**config.mk**
```make
export PLATFORM = sky130hd
export DESIGN_NAME = torque_mode_speed_limiter
export DESIGN_NICKNAME = d
export VERILOG_FILES = /design/src/tsl_pkg.sv /design/src/key_hold_timer.sv /design/src/speed_clamp.sv /design/src/torque_mode_speed_limiter.sv
export SDC_FILE = /design/constraint.sdc
export NUM_CORES = 1
export LEC_CHECK = 0
export ABC_AREA = 1
export BUFFER_PORTS_ARGS = -buffer_cell sky130_fd_sc_hd__buf_2
export CAP_MARGIN = 10
export CORE_MARGIN = 8
export CORE_UTILIZATION = 55
export CTS_BUF_LIST = sky130_fd_sc_hd__clkbuf_16
export CTS_CLUSTER_SIZE = 12
export DETAILED_ROUTE_END_ITERATION = 8
export PLACE_DENSITY = 0.74
export RECOVER_POWER = 100
export SKIP_CTS_REPAIR_TIMING = 1
export SYNTH_ARGS = -nofsm -noshare
export SYNTH_HDL_FRONTEND = slang
export SYNTH_SLANG_ARGS = --single-unit
export TNS_END_PERCENT = 100
```
**constraint.sdc**
```tcl
create_clock -name mclk -period 12.2 [get_ports mclk]
set_input_delay 0.61 -clock mclk [delete_from_list [all_inputs] [get_ports mclk]]
set_output_delay 0.61 -clock mclk [all_outputs]
set_load 0.01 [all_outputs]
```
**src/tsl_pkg.sv**
```systemverilog
package tsl_pkg;
  // speed cap setting
  localparam logic [12:0] SPD_CAP_MAX   = 13'h1770; // 6000 r/min
  localparam logic [12:0] SPD_CAP_RST   = 13'h05DC; // 1500 r/min
  // analog speed gain, (r/min)/V
  localparam logic [11:0] GAIN_MAX      = 12'h0BB8; // 3000
  localparam logic [11:0] GAIN_RST      = 12'h0096; // 150
  localparam logic [12:0] MOTOR_MAX_RST = 13'h1770;
  // speed source select codes
  localparam logic        SRC_INTERNAL  = 1'h0;
  localparam logic        SRC_EXTERNAL  = 1'h1;
  // long press time
  localparam int          CLK_HZ        = 125000000;
  localparam int          HOLD_MS       = 1000;
  localparam int          HOLD_CYC      = CLK_HZ / 1000 * HOLD_MS;
  // register offsets (word aligned byte addresses)
  localparam logic [7:0]  REG_CTRL      = 8'h00;
  localparam logic [7:0]  REG_SPDCAP    = 8'h04;
  localparam logic [7:0]  REG_GAIN      = 8'h08;
  localparam logic [7:0]  REG_MOTMAX    = 8'h0C;
  localparam logic [7:0]  REG_LIMIT     = 8'h10;
  localparam logic [7:0]  REG_OFFSET    = 8'h14;
  localparam logic [7:0]  REG_DISP      = 8'h18;
  // display codes shown on the panel
  typedef enum logic [2:0] {
    DISP_AUTO_CODE   = 3'b000, // auto_offset_code_display
    DISP_AUTO_DONE   = 3'b001, // flashing completion
    DISP_REF         = 3'b010, // steady reference offset
    DISP_MANUAL_CODE = 3'b011, // manual_offset_code_display
    DISP_MANUAL_SEL  = 3'b100,
    DISP_EDIT        = 3'b101,
    DISP_SAVED       = 3'b110
  } disp_t;
endpackage : tsl_pkg

```
**src/key_hold_timer.sv**
```systemverilog
`timescale 1ns/1ps
// counts how long a key stays pressed, flags a long hold once
module key_hold_timer #(
  parameter int HOLD = 125000000
) (
  // clock and reset
  input  wire logic mclk,
  input  wire logic rstSync_b,
  // key
  input  wire logic keyLevel,
  output logic      longHold
);
  logic [31:0] cnt_q;
  logic [31:0] cnt_d;
  logic        long_d;

  // count saturates so a held key fires only once
  always_comb begin
    cnt_d = keyLevel ? ((cnt_q == 32'(HOLD)) ? cnt_q : cnt_q + 32'h0000_0001)
                     : 32'h0000_0000;
    long_d = keyLevel && (cnt_q == 32'(HOLD - 1));
  end

  always_ff @(posedge mclk or negedge rstSync_b) begin
    if (!rstSync_b) begin
      cnt_q    <= 32'h0000_0000;
      longHold <= 1'b0;
    end else begin
      cnt_q    <= cnt_d;
      longHold <= long_d;
    end
  end
endmodule : key_hold_timer

```
**src/speed_clamp.sv**
```systemverilog
`timescale 1ns/1ps
// effective ceiling: source select, analog scaling, motor clamp
module speed_clamp (
  // settings
  input  wire logic        srcSel,
  input  wire logic [12:0] spdCap,
  input  wire logic [11:0] gain,
  input  wire logic [12:0] motorMax,
  // analog speed input
  input  wire logic [15:0] vrefMv,    // signed millivolts
  // effective ceiling
  output logic      [12:0] limit
);
  import tsl_pkg::*;
  logic [15:0] mag;
  logic [27:0] prod;
  logic [17:0] ext;
  logic [12:0] base;
  logic [12:0] pick;

  always_comb begin
    // polarity ignored: magnitude only
    mag  = vrefMv[15] ? 16'(-vrefMv) : vrefMv;
    prod = 28'(mag) * 28'(gain);
    ext  = 18'(prod / 28'h000_03E8);
    base = (spdCap > SPD_CAP_MAX) ? SPD_CAP_MAX : spdCap;
    pick = base;
    if (srcSel == SRC_EXTERNAL && ext < 18'(base)) begin
      pick = 13'(ext);
    end
    limit = (pick > motorMax) ? motorMax : pick;
  end
endmodule : speed_clamp

```
**src/torque_mode_speed_limiter.sv**
```systemverilog
// Decided for this implementation: the Wishbone register port and the register addresses.
`timescale 1ns/1ps
module torque_mode_speed_limiter #(
  parameter int HOLD_CYCLES = tsl_pkg::HOLD_CYC,
  parameter int KP_SHIFT    = 4
) (
  // clock and reset
  input  wire logic               mclk,
  input  wire logic               rst_b,
  // wishbone slave
  input  wire logic               wbCyc,
  input  wire logic               wbStb,
  input  wire logic               wbWe,
  input  wire logic [7:0]         wbAdr,
  input  wire logic [3:0]         wbSel,
  input  wire logic [31:0]        wbDatW,
  output logic      [31:0]        wbDatR,
  output logic                    wbAck,
  // keypad, level while pressed
  input  wire logic               keyMode,
  input  wire logic               keySet,
  input  wire logic               keyUp,
  input  wire logic               keyDown,
  input  wire logic               autoZeroDone,
  // analog samples and feedback
  input  wire logic [15:0]        vrefMv,
  input  wire logic [15:0]        trefIn,
  input  wire logic [15:0]        motorSpeed,
  // outputs
  output logic      [15:0]        torqueCmd,
  output tsl_pkg::disp_t          dispCode,
  output logic      [15:0]        offsetShown
);
  import tsl_pkg::*;

  // reset synchroniser
  logic rs1_q;
  logic rstSync_b;
  always_ff @(posedge mclk or negedge rst_b) begin
    if (!rst_b) begin
      rs1_q     <= 1'b0;
      rstSync_b <= 1'b0;
    end else begin
      rs1_q     <= 1'b1;
      rstSync_b <= rs1_q;
    end
  end

  // settings
  logic        src_q,    src_d;
  logic [12:0] cap_q,    cap_d;
  logic [11:0] gain_q,   gain_d;
  logic [12:0] mmax_q,   mmax_d;
  logic [15:0] offs_q,   offs_d;
  logic [15:0] edit_q,   edit_d;
  disp_t       disp_q,   disp_d;
  logic        ack_d;
  logic [31:0] rd_d;
  logic [12:0] limit;
  logic        longSet;
  logic        setP_q, upP_q, dnP_q, modeP_q;
  logic        setEdge, upEdge, dnEdge, modeEdge;
  logic [15:0] tcmd_d;

  key_hold_timer #(.HOLD(HOLD_CYCLES)) uHold (
    .mclk      (mclk),
    .rstSync_b (rstSync_b),
    .keyLevel  (keySet),
    .longHold  (longSet)
  );

  speed_clamp uClamp (
    .srcSel   (src_q),
    .spdCap   (cap_q),
    .gain     (gain_q),
    .motorMax (mmax_q),
    .vrefMv   (vrefMv),
    .limit    (limit)
  );

  // short set presses act on release so a long hold is not also a short press; up, down and mode act on press
  assign setEdge  = setP_q && !keySet;
  assign upEdge   = keyUp && !upP_q;
  assign dnEdge   = keyDown && !dnP_q;
  assign modeEdge = keyMode && !modeP_q;

  // long hold seen during this press, suppresses the release action except in DISP_REF
  logic wasLong_q, wasLong_d;

  // keypad menu
  always_comb begin
    disp_d    = disp_q;
    edit_d    = edit_q;
    offs_d    = offs_q;
    wasLong_d = keySet ? (wasLong_q | longSet) : 1'b0;
    unique case (disp_q)
      DISP_AUTO_CODE: begin
        if (setEdge && !wasLong_q) disp_d = DISP_AUTO_DONE;
        else if (upEdge || dnEdge) disp_d = DISP_MANUAL_CODE;
      end
      DISP_AUTO_DONE: begin
        if (autoZeroDone) disp_d = DISP_REF;
      end
      DISP_REF: begin
        if (setEdge) disp_d = DISP_AUTO_CODE;
      end
      DISP_MANUAL_CODE: begin
        if (setEdge && !wasLong_q) disp_d = DISP_MANUAL_SEL;
        else if (upEdge || dnEdge) disp_d = DISP_AUTO_CODE;
      end
      DISP_MANUAL_SEL: begin
        if (longSet) begin
          disp_d = DISP_EDIT;
          edit_d = 16'h0000;
        end
      end
      DISP_EDIT: begin
        if (upEdge) edit_d = edit_q + 16'h0001;
        else if (dnEdge) edit_d = edit_q - 16'h0001;
        if (longSet && wasLong_q == 1'b0) begin
          offs_d = edit_q;
          disp_d = DISP_SAVED;
        end
      end
      DISP_SAVED: begin
        if (setEdge && !wasLong_q) disp_d = DISP_MANUAL_CODE;
      end
      default: disp_d = DISP_AUTO_CODE;
    endcase
    if (modeEdge) disp_d = DISP_AUTO_CODE;
  end

  // torque command with offset and overspeed pullback
  logic signed [17:0] sum;
  logic signed [17:0] excess;
  logic signed [17:0] corr;
  always_comb begin
    sum    = 18'($signed(trefIn)) + 18'($signed(offs_q));
    excess = 18'($signed(motorSpeed)) - 18'($signed({3'b000, limit}));
    corr   = 18'sh0_0000;
    if (excess > 18'sh0_0000) begin
      corr = excess >>> KP_SHIFT;
    end else if (excess + 18'($signed({3'b000, limit}))
                 < -18'($signed({3'b000, limit}))) begin
      // negative overspeed mirrors the positive case
      corr = (excess + 18'($signed({4'b0000, limit, 1'b0}))) >>> KP_SHIFT;
    end
    sum = sum - corr;
    if (sum > 18'sh0_7FFF) tcmd_d = 16'h7FFF;
    else if (sum < -18'sh0_8000) tcmd_d = 16'h8000;
    else tcmd_d = sum[15:0];
  end

  // wishbone register file, single registered ack, one wait state
  always_comb begin
    src_d  = src_q;
    cap_d  = cap_q;
    gain_d = gain_q;
    mmax_d = mmax_q;
    ack_d  = wbCyc && wbStb && !wbAck;
    rd_d   = 32'h0000_0000;
    if (ack_d && wbWe && wbSel[0]) begin
      unique case (wbAdr)
        REG_CTRL:   src_d = wbDatW[0];
        REG_SPDCAP: begin
          if (wbSel[1] && wbDatW[12:0] <= SPD_CAP_MAX)
            cap_d = wbDatW[12:0];
        end
        REG_GAIN: begin
          if (wbSel[1] && wbDatW[11:0] <= GAIN_MAX)
            gain_d = wbDatW[11:0];
        end
        REG_MOTMAX: if (wbSel[1]) mmax_d = wbDatW[12:0];
        default: ;
      endcase
    end
    unique case (wbAdr)
      REG_CTRL:   rd_d = {31'h0000_0000, src_q};
      REG_SPDCAP: rd_d = {19'h0_0000, cap_q};
      REG_GAIN:   rd_d = {20'h0_0000, gain_q};
      REG_MOTMAX: rd_d = {19'h0_0000, mmax_q};
      REG_LIMIT:  rd_d = {19'h0_0000, limit};
      REG_OFFSET: rd_d = {16'h0000, offs_q};
      REG_DISP:   rd_d = {29'h0000_0000, disp_q};
      default:    rd_d = 32'h0000_0000;
    endcase
  end

  always_ff @(posedge mclk or negedge rstSync_b) begin
    if (!rstSync_b) begin
      src_q       <= SRC_INTERNAL;
      cap_q       <= SPD_CAP_RST;
      gain_q      <= GAIN_RST;
      mmax_q      <= MOTOR_MAX_RST;
      offs_q      <= 16'h0000;
      edit_q      <= 16'h0000;
      disp_q      <= DISP_AUTO_CODE;
      wasLong_q   <= 1'b0;
      setP_q      <= 1'b0;
      upP_q       <= 1'b0;
      dnP_q       <= 1'b0;
      modeP_q     <= 1'b0;
      wbAck       <= 1'b0;
      wbDatR      <= 32'h0000_0000;
      torqueCmd   <= 16'h0000;
      dispCode    <= DISP_AUTO_CODE;
      offsetShown <= 16'h0000;
    end else begin
      src_q       <= src_d;
      cap_q       <= cap_d;
      gain_q      <= gain_d;
      mmax_q      <= mmax_d;
      offs_q      <= offs_d;
      edit_q      <= edit_d;
      disp_q      <= disp_d;
      wasLong_q   <= wasLong_d;
      setP_q      <= keySet;
      upP_q       <= keyUp;
      dnP_q       <= keyDown;
      modeP_q     <= keyMode;
      wbAck       <= ack_d;
      wbDatR      <= ack_d ? rd_d : 32'h0000_0000;
      torqueCmd   <= tcmd_d;
      dispCode    <= disp_d;
      offsetShown <= (disp_d == DISP_EDIT) ? edit_d : offs_d;
    end
  end

  // checks, mode key overrides so five antecedents exclude it
  a_done_to_ref: assert property (
    @(posedge mclk) disable iff (!rstSync_b)
    disp_q == DISP_AUTO_DONE && autoZeroDone && !modeEdge
    |=> disp_q == DISP_REF)
    else $error("done did not go to ref");
  a_ref_to_code: assert property (
    @(posedge mclk) disable iff (!rstSync_b)
    disp_q == DISP_REF && setEdge |=> disp_q == DISP_AUTO_CODE)
    else $error("set from ref did not return");
  a_edit_zero: assert property (
    @(posedge mclk) disable iff (!rstSync_b)
    disp_q == DISP_MANUAL_SEL && longSet && !modeEdge
    |=> disp_q == DISP_EDIT && edit_q == 16'h0000)
    else $error("edit entry not zero");
  a_edit_up: assert property (
    @(posedge mclk) disable iff (!rstSync_b)
    disp_q == DISP_EDIT && upEdge && !modeEdge
    |=> edit_q == $past(edit_q) + 16'h0001)
    else $error("up did not step");
  a_edit_down: assert property (
    @(posedge mclk) disable iff (!rstSync_b)
    disp_q == DISP_EDIT && dnEdge && !upEdge && !modeEdge
    |=> edit_q == $past(edit_q) - 16'h0001)
    else $error("down did not step");
  a_offs_stable: assert property (
    @(posedge mclk) disable iff (!rstSync_b)
    !(disp_q == DISP_EDIT && longSet) |=> $stable(offs_q))
    else $error("offset changed without save");
  a_offs_save: assert property (
    @(posedge mclk) disable iff (!rstSync_b)
    disp_q == DISP_EDIT && longSet |=> offs_q == $past(edit_q))
    else $error("offset not saved on long hold");
  a_saved_code: assert property (
    @(posedge mclk) disable iff (!rstSync_b)
    disp_q == DISP_SAVED && setEdge && !wasLong_q && !modeEdge
    |=> disp_q == DISP_MANUAL_CODE)
    else $error("saved set did not return");
  a_limit_motor: assert property (
    @(posedge mclk) disable iff (!rstSync_b)
    limit <= mmax_q && limit <= cap_q)
    else $error("limit above ceiling");
  a_limit_int: assert property (
    @(posedge mclk) disable iff (!rstSync_b)
    src_q == SRC_INTERNAL |-> limit == ((cap_q > mmax_q) ? mmax_q : cap_q))
    else $error("internal limit wrong");
  a_cap_range: assert property (
    @(posedge mclk) disable iff (!rstSync_b)
    cap_q <= SPD_CAP_MAX)
    else $error("cap out of range");
  a_ack_drop: assert property (
    @(posedge mclk) disable iff (!rstSync_b)
    wbAck |=> !wbAck)
    else $error("ack held two cycles");
  a_mode_home: assert property (
    @(posedge mclk) disable iff (!rstSync_b)
    modeEdge |=> disp_q == DISP_AUTO_CODE)
    else $error("mode key did not return home");
  c_edit_save: cover property (@(posedge mclk) disable iff (!rstSync_b)
    disp_q == DISP_EDIT ##1 disp_q == DISP_SAVED);
  c_auto_done: cover property (@(posedge mclk) disable iff (!rstSync_b)
    disp_q == DISP_AUTO_DONE ##1 disp_q == DISP_REF);
  c_ext_limit: cover property (@(posedge mclk) disable iff (!rstSync_b)
    src_q == SRC_EXTERNAL && limit < cap_q);
  c_saved_back: cover property (@(posedge mclk) disable iff (!rstSync_b)
    disp_q == DISP_SAVED ##1 disp_q == DISP_MANUAL_CODE);
endmodule : torque_mode_speed_limiter

```
### Yosys cells after proc, flatten, opt, wreduce, memory -nomap -nowiden

Index checks and enable logic that the tools add are counted.

* add/sub/neg operators: 10
* multiply operators: 1
* divide/modulo/power cells: 1
* magnitude comparators: 9
* equal/unequal tests: 16
* muxes and demuxes: 31
* bitwise logic cells: 2
* reduce and logical (&&, ||, !) cells: 27

Operators with widths (number)
* 2-to-1 mux 16 bit: 9
* one-hot mux 16 bit (7 select lines): 1
* 2-to-1 mux 32 bit: 3
* == test 32 x 27 -> 1 bit, second input constant: 2
* 2-to-1 mux 13 bit: 3
* 2-to-1 mux 18 bit: 2
* adder 32 x 1 -> 32 bit, second input constant: 1
* one-hot mux 16 bit (2 select lines): 1
* 2-to-1 mux 3 bit: 10
* divider 28 x 10 -> 28 bit, second input constant: 1
* multiplier 16 x 12 -> 28 bit: 1
* == test 8 x 5 -> 1 bit, second input constant: 3
* one-hot mux 3 bit (7 select lines): 1
* adder 17 x 14 -> 18 bit: 1
* adder 17 x 15 -> 18 bit: 1
* greater-than comparator 18 x 16 -> 1 bit, second input constant: 1
* < comparator 18 x 13 -> 1 bit: 1
* < comparator 18 x 16 -> 1 bit, second input constant: 1
* < comparator 18 bit: 1
* negation 13 -> 18 bit: 1
* subtractor 17 x 18 -> 18 bit: 1
* adder 16 x 16 -> 17 bit: 1
* greater-than comparator 17 x 1 -> 1 bit, second input constant: 1
* subtractor 16 x 14 -> 17 bit: 1
* 23 further kinds: 48

* bits in registers: 179
* input bits: 102
* output and inout bits: 68

### Longest topological paths before layout

* depth in word-level cells: 18
* depth in mapped cells: 228

### Hierarchy

A second synthesis with hierarchy kept.

* cells, all modules: 3805
* area, all modules: 25336.8 um^2

By module, submodules not included
* speed_clamp: instances 1, cells an instance 2058, area each 12939.9 um^2, sequential area each 0.0 um^2
* torque_mode_speed_limiter: instances 1, cells an instance 1427, area each 10269.8 um^2, sequential area each 3275.6 um^2
* key_hold_timer: instances 1, cells an instance 320, area each 2127.0 um^2, sequential area each 825.8 um^2

### Worst setup path after synthesis

OpenSTA, ideal clock, no wires.

* kind: input to register
* start: input port vrefMv[2]
* end: register torqueCmd[10]
* setup time: 0.083 ns
* arrival: 26.410 ns
* data required time: 12.117 ns
* setup slack: -14.293 ns
* cell stages on the path: 197
* buffers on the path: 3
* path through: nor3_1 > inv_1 > nor3_1 > inv_1 > nor3_1 > nand3_1 > nor3_1 > nand2_1 > nor4_1 > nand2_1 > fa_1 > inv_1 > fa_1 > fa_1 > fa_1 > inv_1 > fa_1 > inv_1 > (+161 left out) > o21bai_1 > a21oi_1 > o21bai_1 > a21oi_1 > o21bai_1 > a21oi_1 > o21bai_1 > a21oi_1 > o21ai_0 > a21oi_1 > nor2_1 > nor2_1 > xor2_1 > inv_1 > o21ai_0 > inv_1 > clkbuf_1 > o21ai_0

* cells in the longest elaborated chain, start to end: 18
* elaborated cells between the ends (all ways): 22

RTL lines
* start, declared: line torque_mode_speed_limiter.sv:26 `input wire logic [15:0] vrefMv,`
* negation 16 bit: line speed_clamp.sv:23 `mag = vrefMv[15] ? 16'(-vrefMv) : vrefMv;`
* 2-to-1 mux 16 bit *: line speed_clamp.sv:23
* multiplier 16 x 12 -> 28 bit *: line speed_clamp.sv:24 `prod = 28'(mag) * 28'(gain);`
* divider 28 x 10 -> 28 bit *: line speed_clamp.sv:25 `ext = 18'(prod / 28'h000_03E8);`
* < comparator 18 x 13 -> 1 bit: line speed_clamp.sv:28 `if (srcSel == SRC_EXTERNAL && ext < 18'(base)) begin`
* logical AND 1 bit: line speed_clamp.sv:28
* 2-to-1 mux 13 bit *: line speed_clamp.sv:28
* greater-than comparator 13 bit: line speed_clamp.sv:31 `limit = (pick > motorMax) ? motorMax : pick;`
* (+3 left out)
* < comparator 18 bit: line torque_mode_speed_limiter.sv:144 `< -18'($signed({3'b000, limit}))) begin`
* 2-to-1 mux 18 bit: line torque_mode_speed_limiter.sv:143 `end else if (excess + 18'($signed({3'b000, limit}))`
* 2-to-1 mux 18 bit *: line torque_mode_speed_limiter.sv:141 `if (excess > 18'sh0_0000) begin`
* subtractor 17 x 18 -> 18 bit *: line torque_mode_speed_limiter.sv:148 `sum = sum - corr;`
* < comparator 18 x 16 -> 1 bit: line torque_mode_speed_limiter.sv:150 `else if (sum < -18'sh0_8000) tcmd_d = 16'h8000;`
* 2-to-1 mux 16 bit: line torque_mode_speed_limiter.sv:150
* 2-to-1 mux 16 bit *: line torque_mode_speed_limiter.sv:149 `if (sum > 18'sh0_7FFF) tcmd_d = 16'h7FFF;`
* named net tcmd_d[10]: line torque_mode_speed_limiter.sv:63 `logic [15:0] tcmd_d;`
* end signal, assigned: line torque_mode_speed_limiter.sv:223 `torqueCmd <= tcmd_d;`
* end, declared: line torque_mode_speed_limiter.sv:30 `output logic [15:0] torqueCmd,`

Mark *: on every way through the listed nets, which the timed path passes. The rest lies on a longest branch.
A chain may end at the register's enable or synchronous reset.

### Worst setup path after layout

* start: input port vrefMv[0]
* end: register torqueCmd[6]

The elaborated chain is that of the path after synthesis.

==> impl_metrics.toml <==
[clocking]
cts_root_buf = "clkbuf_16"
worstSkewPairLatency_ns = 0.44
h-tree-depth = 4
cts.sinks = 163
path_clk_slew_ns = 0.07
clockBufferDepth = 2
cts_tree = "yes"
numCtsBuffers = 17

[yosys]
synth_area_leader_cell = "dfrtp_1"
yosys_register_bits = 163
netlist-cell-type-count = 72
synthTopCellsByArea = "dfrtp_1 15%, fa_1 13%, nand2_1 12%"
syn_area_mm2 = 0.0235
ys_seq_area_share_pct = 17.5
synth_most_common_cell = "nand2_1"
netlist.area_leader.share_pct = 15.5
synth_edf_count = 0
synthFlopType = "dfrtp_1"
syn_area_per_cell_um2 = 6.92
async_flop_share_pct = 100
yosys-top-cells-count = "747 x nand2_1, 622 x inv_1, 261 x nor2_1"
postSynthCellCount = 3388
ys_warn_count = 0

[run_status]
violations = "max-capacitance violations, max-slew violations, negative setup slack"
outcome = "finished, violations left"

[timing]
finalSetupTns_ns = -312.03
clock.fmax_mhz = 37.5
slew_violations = 165
setup_ws_ns = -14.50
rsz0062_at_grt = "true"
relSlewSlack_pct = -185
worst_pin_slew_ns = 4.27
clock_skew_ns = 0.0190
fin_crit_sh_pct = 219
holdWs_ns = 0.221
setup_violations = 29
hold_violations = 0
period_needed_ns = 26.70

[power_and_ir_drop]
pwr-share-comb_pct = 65.5
irDropWorstVdd_uv = 158
power.leakage_uw = 0.0174
pwr-share-clk_pct = 15.7
p_sw_uw = 1510
intPower_uw = 1880
powerDensity_mw_per_mm2 = 104
p_sw_share_pct = 44.6
power_frac_seq_pct = 18.7

[placed_design]
place_congestion = 1.03
preCtsSetupSlack_ns = -14.87
io_buffers = 132
hpwl_mm = 63.0
dp_cells = 4612

[drt]
dr.pass1.iters = 7
finalWirelength_mm = 81.7
wl_per_cell_um = 17.3
vias_per_cell = 5.53
drt_iter0_markers = 1969
antenna_left = 0
num_vias = 26100
drc = 0

[die]
core_area_mm2 = 0.0420
die_x_um = 222
io_pins = 170
start_util_pct = 55.8
die_h_um = 222
die-area_mm2 = 0.0495
fp-row-count = 75

[worst_setup_path]
path_class = "input port to flip-flop"
cp_max_fo = 8
ff2ff_path_depth = 190
required_ns = 12.55
crit_arrival_ns = 27.04
crit_path_start_kind = "input port"
r2r-end = "torqueCmd[6]$_DFF_PN0_"
r2r_start = "gain_q[7]$_DFFE_PN1P_"
endpoint_kind = "flip-flop"
r2r_setup_slack_ns = -13.90
crit_top_cell = "nand2_4"
cpPeakStageDelay_ns = 0.54
critPathSlowestCell = "fa_1"

[global_route]
grt_pass1_wl_mm = 121
grt_max_degree = 79
grt_pass1_vias = 25100
grt_use_total_pct = 29.4
overflow = 0
antenna_found_initial = 5

[layout]
drive_gt1_share_pct = 35.6
nets = 4599
final_cells = 4725
syn_to_final_growth_pct = 39.7
n_fill_cell = 2900

[job]
drv_cap = 3

[min_path]
min_path_type = "flip-flop to asynchronous set/reset pin"
-- worst max-delay path by stage --
stage          depth (start not counted)                 endpoint      start  slack [ns]
2_1_floorplan                        206  torqueCmd[14]$_DFF_PN0_  vrefMv[2]      -12.92
3_3_place_gp                         187   torqueCmd[2]$_DFF_PN0_  vrefMv[2]      -13.82
3_5_place_dp                         203   torqueCmd[3]$_DFF_PN0_  vrefMv[2]      -14.87
4_1_cts                              201  torqueCmd[10]$_DFF_PN0_  vrefMv[2]      -14.73
5_1_grt                              194   torqueCmd[6]$_DFF_PN0_  vrefMv[0]      -15.96
6_report                             200   torqueCmd[6]$_DFF_PN0_  vrefMv[0]      -14.50
-- cell usage in the layout (no fill, tap or decap), types with 12 or more instances in the layout --
| cell | Yosys | layout |
|---|---|---|
| nand3b_1 | 12 | 12 |
| clkbuf_1 | 38 | 61 |
| nor2_2 | 22 | 38 |
| buf_2 | 0 | 73 |
| clkbuf_16 | 0 | 17 |
| a21oi_2 | 3 | 30 |
| buf_4 | 17 | 653 |
| nand2_4 | 28 | 80 |
| nand3_4 | 3 | 26 |
| nand2_1 | 747 | 653 |
| a21oi_1 | 133 | 97 |
| conb_1 | 2 | 17 |
| o21ai_4 | 4 | 18 |
| dfrtp_1 | 145 | 145 |
| o21ai_2 | 20 | 41 |
| nand2_8 | 7 | 13 |
| o22ai_1 | 18 | 14 |
| inv_2 | 43 | 81 |
| ha_1 | 169 | 138 |
| o21ai_0 | 184 | 150 |
| nand3_2 | 21 | 59 |
| dfstp_2 | 18 | 18 |
| o21bai_1 | 26 | 22 |
| nand4_1 | 37 | 37 |
| fa_1 | 158 | 153 |
| nor4_1 | 18 | 17 |
| inv_4 | 6 | 15 |
| nand2_2 | 101 | 138 |
| nor2_1 | 261 | 218 |
| xnor2_1 | 16 | 15 |
| xor2_1 | 79 | 69 |
| ha_4 | 0 | 27 |
| nand3_1 | 204 | 143 |
| nor3_1 | 64 | 50 |
| nor2_4 | 14 | 41 |
| inv_1 | 622 | 575 |
| o21ai_1 | 29 | 28 |
| buf_6 | 1 | 15 |
-- critical path: cells and delay by family --
family	cells	cell delay (ns)
compound gates	37	5.95
xor+xnor	4	0.66
fa+ha+maj	14	5.15
buf+inv	32	2.84
simple gates	113	11.71
-- cells by family after synthesis --
family                   Yosys count  share of synthesized area, %
flip-flops                       163                          17.5
other                              2                        0.0320
adder cells (fa/ha/maj)          327                          22.5
AND/OR/NAND/NOR                 1564                          31.5
buffers and inverters            747                          12.5
multiplexers                       1                        0.0427
AO/OA/AOI/OAI                    489                          12.3
XOR/XNOR                          95                          3.55
-- area by class of cell --
type | count | area [µm²] | area share, %
Antenna cell | 3 | 7.51 | 0.0229
Sequential cell | 163 | 4100 | 12.5
Inverter | 684 | 2650 | 8.09
Clock inverter | 15 | 168 | 0.512
Clock buffer | 17 | 425 | 1.30
Tap cell | 539 | 674 | 2.06
Timing Repair Buffer | 809 | 5780 | 17.6
Timing Repair inverter | 1 | 7.51 | 0.0229
Multi-Input combinational cell | 2494 | 19000 | 57.8
-- registers in the layout, summed over array words and instances, names as in the netlist --
signal and cells:
uHold.cnt_q 32, edit_q 16, offs_q 16, offsetShown 16, torqueCmd 16, wbDatR 16
cap_q 13, mmax_q 13, gain_q 12, disp_q 3, dnP_q 1, modeP_q 1
rs1_q 1, rstSync_b 1, setP_q 1, src_q 1, uHold.longHold 1, upP_q 1
wasLong_q 1, wbAck 1
-- per-layer routing --
layer  routed length, µm  track usage [%]
met5                  41                0
met2               39100             48.9
met4                3130             9.81
met3                6080             5.57
met1               33400             38.2
-- power groups by stage --
stage / logic (µW) / clock network, µW / registers, µW
6_report: 2220 / 534 / 636
2_1_floorplan: 1040 / 0 / 659
3_5_place_dp: 1810 / 0 / 643
5_1_grt: 2390 / 562 / 641
4_1_cts: 1840 / 537 / 634
3_3_place_gp: 1730 / 0 / 641
-- stage by stage --
| step | instance area, µm² | total power, µW | util, % |
|---|---|---|---|
| after floorplan | 24100 | 1700 | - |
| after CTS | 30200 | 3020 | 71.9 |
| final | 32800 | 3390 | 77.9 |
| after detailed placement | 29600 | 2450 | 70.5 |
| after global routing | 32800 | 3600 | 77.9 |
| after global placement | 29600 | 2370 | 70.5 |
(Power assumes the default switching activity.)
